<file path="src/ext_read_reg_defs.svh">
/*
  constants of the extended read parameter register: opcodes, bit positions,
  reset values and drive strength codes. assumes inclusion by bare name.
*/
`ifndef EXT_READ_REG_DEFS_SVH
`define EXT_READ_REG_DEFS_SVH

`define OPC_SET_PARAMS_NV 8'h85
`define OPC_SET_PARAMS_V 8'h83
`define OPC_READ_PARAMS_DEF 8'h81
`define OPC_CLEAR_FLAGS_DEF 8'h82

`define BIT_BUSY 0
`define BIT_PROT_ERR 1
`define BIT_PROG_ERR 2
`define BIT_ERASE_ERR 3
`define BIT_RSVD 4
`define DRIVE_LSB 5
`define DRIVE_MSB 7

`define DRIVE_RESET 3'h7
`define RSVD_READ 1'h1

`define DRIVE_12P5 3'h1
`define DRIVE_25 3'h2
`define DRIVE_37P5 3'h3
`define DRIVE_75 3'h5
`define DRIVE_100 3'h6
`define DRIVE_50 3'h7

`endif

</file>
<file path="src/ext_read_reg_pkg.sv">
/*
  types shared by the extended read parameter register and its flag unit.
  assumes ext_read_reg_defs.svh for the constants.
*/
package ext_read_reg_pkg;

  // operation outcome reports from the program/erase engine
  typedef struct packed {
    logic pp_fail;          // page, protection-bit or password program failed
    logic pp_protected;     // program hit protected or erase-suspended area
    logic frw_fail;         // function register write failed
    logic irp_fail;         // info row program failed
    logic irp_locked;       // info row program into locked region
    logic asp_fail;         // protection register program failed
    logic asp_lock_viol;    // mode lock bits changed after choice, or 00b
    logic pwd_mismatch;     // unlock password did not match
    logic nv_erase_fail;    // non-volatile register update, erase phase
    logic nv_prog_fail;     // non-volatile register update, program phase
    logic sr_write_prot;    // status write while write-protected
    logic erase_fail;       // sector/block/chip/info row/ppb erase failed
    logic erase_protected;  // erase of protected area or locked info row
    logic chip_erase_bp;    // chip erase with blocks under block protection bits
  } op_events_t;

  typedef struct packed {
    logic erase_err;
    logic prog_err;
    logic prot_err;
  } err_flags_t;

  typedef enum logic [2:0] {
    DRV_RSVD0, DRV_12P5, DRV_25, DRV_37P5, DRV_RSVD4, DRV_75, DRV_100, DRV_50
  } drive_strength_t;

  typedef enum {
    ST_IDLE, ST_NV_ERASE, ST_NV_PROG
  } nv_state_t;

endpackage : ext_read_reg_pkg

</file>
<file path="src/err_flag_unit.sv">
/*
  sticky error flags of the extended read parameter register.
  assumes one-cycle event pulses from the program/erase engine.
*/
`include "ext_read_reg_defs.svh"

module err_flag_unit (
  // clock and reset
  input wire logic clk_sys,
  input wire logic rst,
  // events and clears
  input wire ext_read_reg_pkg::op_events_t events,
  input wire logic clear_flags,
  input wire logic soft_reset,
  // flags
  output ext_read_reg_pkg::err_flags_t flags
);

  typedef struct packed {
    ext_read_reg_pkg::err_flags_t f;
  } state_t;

  state_t st_r;
  state_t st_nxt;
  logic set_prot;
  logic set_prog;
  logic set_erase;

  // decode which flag each event raises
  always_comb begin
    set_prot = events.erase_protected | events.pp_protected | events.irp_locked | events.asp_lock_viol
      | events.pwd_mismatch | events.sr_write_prot | events.chip_erase_bp;
    set_prog = events.pp_fail | events.pp_protected | events.frw_fail
      | events.irp_fail | events.irp_locked
      | events.asp_fail | events.asp_lock_viol
      | events.pwd_mismatch
      | events.nv_prog_fail;
    set_erase = events.nv_erase_fail
      | events.sr_write_prot
      | events.erase_fail | events.erase_protected
      | events.chip_erase_bp;
  end

  // sticky: a set in the clearing cycle wins so no failure goes unseen
  always_comb begin
    st_nxt = st_r;
    if (clear_flags || soft_reset) begin
      st_nxt.f = '0;
    end
    if (set_prot) st_nxt.f.prot_err = 1'b1;
    if (set_prog) st_nxt.f.prog_err = 1'b1;
    if (set_erase) st_nxt.f.erase_err = 1'b1;
  end

  always_ff @(posedge clk_sys) begin
    if (rst) begin
      st_r <= '0;
    end else begin
      st_r <= st_nxt;
    end
  end

  assign flags = st_r.f;

endmodule : err_flag_unit

</file>
<file path="src/ext_read_reg.sv">
/*
  extended read parameter register: drive strength in a volatile and a
  non-volatile copy, busy mirror and three sticky error flags.
  assumes a serial front end that has already decoded the opcode and data
  byte, and a flash engine that reports the non-volatile cell update.
*/
// Behaviour
// - drive 7:5, reserved 4, errors 3:1, busy 0
// - bits 3:0 read-only, untouched by set commands
// - 85h writes non-volatile copy, 83h volatile only
// - busy bit mirrors status register bit 0
// - drive code selects strength, 111 default
// - protection error on protected or locked access
// - program commands set program fail, protected both
// - info row program fail; locked sets both
// - bad mode lock program sets both flags
// - wrong unlock password sets both flags
// - non-volatile update phase failure sets matching flag
// - protected status write sets protection and erase
// - erase commands set erase fail, protected both
// - chip erase flags block protection, not sector
// - one-time bits ignore writes back to zero
// - read-only or frozen data bits silently ignored
// - error flags stay set until clear command
// - hardware or software reset clears error flags
// - commands still execute with error flags set
`include "ext_read_reg_defs.svh"

module ext_read_reg #(
  parameter logic [7:0] READ_OPCODE = `OPC_READ_PARAMS_DEF,
  parameter logic [7:0] CLEAR_OPCODE = `OPC_CLEAR_FLAGS_DEF,
  parameter int DRIVE_WIDTH = 3
) (
  // clock and reset
  input wire logic clk_sys,
  input wire logic rst,
  input wire logic soft_reset,
  // decoded command from the serial front end
  input wire logic cmd_valid,
  input wire logic [7:0] cmd_opcode,
  input wire logic [7:0] cmd_data,
  // device status
  input wire logic status_busy,
  input wire logic drive_freeze,
  // non-volatile copy as loaded at power up
  input wire logic nv_load,
  input wire logic [2:0] nv_load_drive,
  // non-volatile cell update handshake
  output logic nv_erase_req,
  output logic nv_prog_req,
  output logic [2:0] nv_prog_data,
  input wire logic nv_done,
  input wire logic nv_fail,
  // outcome reports from the program/erase engine
  input wire ext_read_reg_pkg::op_events_t events,
  // register view
  output logic [7:0] read_data,
  output logic read_valid,
  output ext_read_reg_pkg::drive_strength_t drive_strength,
  output logic [2:0] drive_nv_copy,
  output logic nv_busy
);

  // refuse a drive field that the register layout cannot hold
  if (DRIVE_WIDTH != 3) begin : g_bad_width
    $error("drive field must be three bits wide");
  end

  typedef struct packed {
    logic [2:0] drive_v;
    logic [2:0] drive_nv;
    logic [2:0] pend;
    ext_read_reg_pkg::nv_state_t nv_st;
    logic [7:0] rdata;
    logic rvalid;
  } state_t;

  state_t st_r;
  state_t st_nxt;
  ext_read_reg_pkg::op_events_t ev_all;
  ext_read_reg_pkg::err_flags_t flags;
  logic clear_cmd;
  logic [7:0] reg_view;

  // only the opcode is decoded; error flags never gate acceptance
  assign clear_cmd = cmd_valid && cmd_opcode == CLEAR_OPCODE;

  // merge the engine reports with failures of the local non-volatile update
  always_comb begin
    ev_all = events;
    ev_all.nv_erase_fail = events.nv_erase_fail
      | (st_r.nv_st == ext_read_reg_pkg::ST_NV_ERASE && nv_done && nv_fail);
    ev_all.nv_prog_fail = events.nv_prog_fail
      | (st_r.nv_st == ext_read_reg_pkg::ST_NV_PROG && nv_done && nv_fail);
  end

  err_flag_unit u_flags (
    .clk_sys(clk_sys),
    .rst(rst),
    .events(ev_all),
    .clear_flags(clear_cmd),
    .soft_reset(soft_reset),
    .flags(flags)
  );

  // live register image
  always_comb begin
    reg_view = 8'h00;
    reg_view[`DRIVE_MSB:`DRIVE_LSB] = st_r.drive_v;
    reg_view[`BIT_RSVD] = `RSVD_READ;
    reg_view[`BIT_ERASE_ERR] = flags.erase_err;
    reg_view[`BIT_PROG_ERR] = flags.prog_err;
    reg_view[`BIT_PROT_ERR] = flags.prot_err;
    reg_view[`BIT_BUSY] = status_busy;
  end

  // command handling and the erase-then-program update of the nv copy
  always_comb begin
    st_nxt = st_r;
    st_nxt.rvalid = 1'b0;
    if (nv_load) begin
      st_nxt.drive_nv = nv_load_drive;
      st_nxt.drive_v = nv_load_drive;
    end
    if (cmd_valid) begin
      if (cmd_opcode == READ_OPCODE) begin
        st_nxt.rdata = reg_view;
        st_nxt.rvalid = 1'b1;
      end else if (cmd_opcode == `OPC_SET_PARAMS_V) begin
        // only bits 7:5 are taken; status bits of the data byte fall away
        // drive bits are not one-time, so a return to 0 is taken and no flag is raised
        if (!drive_freeze) st_nxt.drive_v = cmd_data[`DRIVE_MSB:`DRIVE_LSB];
      end else if (cmd_opcode == `OPC_SET_PARAMS_NV) begin
        if (!drive_freeze && st_r.nv_st == ext_read_reg_pkg::ST_IDLE) begin
          st_nxt.pend = cmd_data[`DRIVE_MSB:`DRIVE_LSB];
          st_nxt.drive_v = cmd_data[`DRIVE_MSB:`DRIVE_LSB];
          st_nxt.nv_st = ext_read_reg_pkg::ST_NV_ERASE;
        end
      end
    end
    case (st_r.nv_st)
      ext_read_reg_pkg::ST_IDLE: begin
        // keep what the command decode chose; a default here would cancel a new update
      end
      ext_read_reg_pkg::ST_NV_ERASE: begin
        if (nv_done) begin
          // a failed erase aborts; the old cell value is kept
          st_nxt.nv_st = nv_fail ? ext_read_reg_pkg::ST_IDLE : ext_read_reg_pkg::ST_NV_PROG;
        end
      end
      ext_read_reg_pkg::ST_NV_PROG: begin
        if (nv_done) begin
          if (!nv_fail) st_nxt.drive_nv = st_r.pend;
          st_nxt.nv_st = ext_read_reg_pkg::ST_IDLE;
        end
      end
      default: begin
        st_nxt.nv_st = ext_read_reg_pkg::ST_IDLE;
      end
    endcase
    // software reset reloads the volatile copy from the nv copy
    if (soft_reset) st_nxt.drive_v = st_r.drive_nv;
  end

  always_ff @(posedge clk_sys) begin
    if (rst) begin
      st_r.drive_v <= `DRIVE_RESET;
      st_r.drive_nv <= `DRIVE_RESET;
      st_r.pend <= `DRIVE_RESET;
      st_r.nv_st <= ext_read_reg_pkg::ST_IDLE;
      st_r.rdata <= 8'h00;
      st_r.rvalid <= 1'b0;
    end else begin
      st_r <= st_nxt;
    end
  end

  // outputs
  assign read_data = st_r.rdata;
  assign read_valid = st_r.rvalid;
  assign drive_strength = ext_read_reg_pkg::drive_strength_t'(st_r.drive_v);
  assign drive_nv_copy = st_r.drive_nv;
  assign nv_erase_req = st_r.nv_st == ext_read_reg_pkg::ST_NV_ERASE;
  assign nv_prog_req = st_r.nv_st == ext_read_reg_pkg::ST_NV_PROG;
  assign nv_prog_data = st_r.pend;
  assign nv_busy = st_r.nv_st != ext_read_reg_pkg::ST_IDLE;

endmodule : ext_read_reg

</file>
<file path="config.mk">
export PLATFORM = sky130hd
export DESIGN_NAME = ext_read_reg
export DESIGN_NICKNAME = d
export VERILOG_FILES = /design/src/ext_read_reg_pkg.sv /design/src/err_flag_unit.sv /design/src/ext_read_reg.sv
export VERILOG_INCLUDE_DIRS = /design/src
export SDC_FILE = /design/constraint.sdc
export NUM_CORES = 1
export LEC_CHECK = 0
export BUFFER_PORTS_ARGS = -buffer_cell sky130_fd_sc_hd__buf_2
export CORE_MARGIN = 4
export CORE_UTILIZATION = 50
export CTS_CLUSTER_SIZE = 12
export DETAILED_ROUTE_END_ITERATION = 8
export GPL_ROUTABILITY_DRIVEN = 0
export HOLD_SLACK_MARGIN = 0.02
export PLACE_DENSITY = 0.78
export SKIP_CTS_REPAIR_TIMING = 1
export SYNTH_ARGS = -nofsm -noshare
export SYNTH_HDL_FRONTEND = slang
export SYNTH_SLANG_ARGS = --single-unit
</file>
<file path="constraint.sdc">
create_clock -name clk_sys -period 2.61 [get_ports clk_sys]
set_input_delay 0.1305 -clock clk_sys [delete_from_list [all_inputs] [get_ports clk_sys]]
set_output_delay 0.1305 -clock clk_sys [all_outputs]
set_load 0.02 [all_outputs]
</file>
==> results.yml <==
logic_synthesis:
  ys.flop_type: "dfxtp_1"
  syn-cell-area_um2: 2013
  synth_area_leaders: "dfxtp_1 (53%), mux2i_1 (6.5%), buf_4 (6.3%), nand2b_1 (4.0%), nor2_1 (3.5%)"
  synth_edf_count: 0
  synth_top_cell_area_share_pct: 52.70
  synth.largest_area_cell: "dfxtp_1"
  synth-seq-cells: 53
  syn-instance-count: 193
  synth_cell_types: 33
  postSynth.asyncResetShare_pct: 0
  synth-seq-area-share_pct: 52.70
  postSynthAreaPerCell_um2: 10.43
  yosysWarningCount: 0
global_route:
  grt_max_degree: 24
  antenna_found_initial: 0
  grt-ovfl-total: 0
  grt_util_all_layers_pct: 15.67
  grt_pass1_vias: 1478
  grt_pass1_wl_um: 6313
floorplanning:
  initial_core_util_pct: 53.38
  coreArea_um2: 3771
  die_y_um: 71.46
  num_rows: 22
  top_level_ports: 63
  die_x_um: 71.46
  dieArea_um2: 5106
power_and_ir_drop:
  power_density_nw_per_um2: 608.3
  worst_ir_drop_vdd_v: 0.0005353
  leakage_uw: 0.001025
  total_power_uw: 1491
setup_path:
  rrSetupSlack_ps: 440
  critPathCaptureType: "output port"
  regToRegEndpoint: "drive_strength[0]"
  cp.required_ps: 2480
  cp-start-kind: "flip-flop"
  r2r-start: "st_r[10]"
  crit_arrival_ps: 2080
  worstPathMaxFanout: 5
  ff2ff_path_depth: 5
  critPathKind: "reg2out"
sta:
  hold_viol: 0
  maxSlewViolCount: 0
  slew_headroom_pct: 62.00
  fin_crit_sh_pct: 84.52
  setup_viol: 0
  whs_ps: 80.59
  layout_min_cycle_time_ps: 2206
  rsz0062_at_grt: "false"
  tightest_slew_ps: 565.7
  fin_setup_tns_ps: 0
  max_freq_ghz: 0.4533
  skew_ps: 5.362
cts:
  cts.path.max_buffers: 2
  cts_buffers: 5
  clk_latency_ps: 300
  h-tree-depth: 2
  cts_tree: "done"
  cts.sinks: 53
  cts-root-buf: "clkbuf_8"
  clk_pin_slew_ps: 90
detailed_routing:
  drt-vias-per-instance: 4.857
  dr.pass1.iters: 4
  routed_wirelength_um: 3662
  drc: 0
  antenna_left: 0
  drtIter0Drc: 86
  wl_per_cell_um: 11.63
  vias: 1530
hold_path:
  worstHoldEndpoint: "read_data[0]"
  hold_path.class: "in2reg"
  hp-start: "status_busy"
  whs_path_depth: 3
layout:
  final_cell_mix: "buf_2 (57), dfxtp_1 (53), conb_1 (30)"
  layout_commonest_cell: "buf_2"
  fin_cells: 315
  area_growth_pct: 21.75
  fin_nets: 309
  insertedDiodeCount: 0
  drive_gt1_share_pct: 29.21
  utilization_pct: 65.00
place:
  port_buffers: 57
  placedCellCount: 308
  place_hpwl_um: 2841
run:
  maxCapViolCount: 0
status:
  outcome: "finished, final reports clean"
area by class of cell:
type	count	area, um^2
fill	320	1320
clock buffer	5	68.82
multi-input combinational	148	922.1
tap	48	60.06
sequential	53	1061
timing repair buffer	59	300.3
clock inverter	2	38.79
cell usage after synthesis (all sizes together), types with 4 or more instances:
cell type and n:
dfxtp 53, nor2 19, buf 18, mux2i 13
nand2b 13, nor4 11, nor2b 8, nand2 7
a21oi 6, mux2 6, nand4 4, nor3 4
or4 4
metrics by stage:
step | area (um^2) | setup slack [ps]
6_report | 2451 | 403.9
5_1_grt | 2451 | 131.8
4_1_cts | 2451 | 346.2
3_5_place_dp | 2344 | 438.2
3_3_place_gp | 2344 | 452.7
2_1_floorplan | 2122 | 609.9
worst max-delay path by stage:
stage,slack [ps],cells past startpoint,start,to
2_1_floorplan,610,5,st_r[10],drive_strength[0]
3_3_place_gp,450,5,st_r[10],drive_strength[0]
3_5_place_dp,440,6,cmd_opcode[5],nv_prog_data[0]
4_1_cts,350,5,st_r[34],nv_busy
5_1_grt,130,5,st_r[40],nv_busy
6_report,400,5,st_r[40],nv_busy
cell families (layout without fill, tap and decap cells):
| logic type | count (synthesis) | count (layout) | synth area share (%) |
|---|---|---|---|
| other cells | 1 | 30 | 0.1863 |
| simple gates | 83 | 83 | 24.67 |
| compound gates | 16 | 16 | 5.470 |
| buf+inv | 21 | 66 | 7.147 |
| mux | 19 | 19 | 9.819 |
| flops | 53 | 53 | 52.70 |
layer usage:
layer	routed length (um)	track usage [%]	vias up
met1	1597	18.29	692
li1	-	-	787
met4	42	5.428	0
met5	0	0	-
met2	1688	24.90	46
met3	333	7.854	5
critical path, stage by stage (launching register included):
cell and delay, ps:
dfxtp_1 300, nor4_1 290, nand4_1 300, or2_2 420
or3_1 300, buf_2 160
state kept, by name, indices dropped and copies added, names as in the netlist:
register and flops:
drive_nv_copy 3, drive_strength 3, nv_prog_data 3, read_data 8
read_valid 1, st_r 32, u_flags.flags 3
report_power, final:
group | internal, uW | total, uW | switching [uW]
logic | 51.0 | 108 | 57.0
registers | 841 | 852 | 11.0
clock network | 284 | 531 | 247
Note: power is estimated with default switching activity, not from simulation.
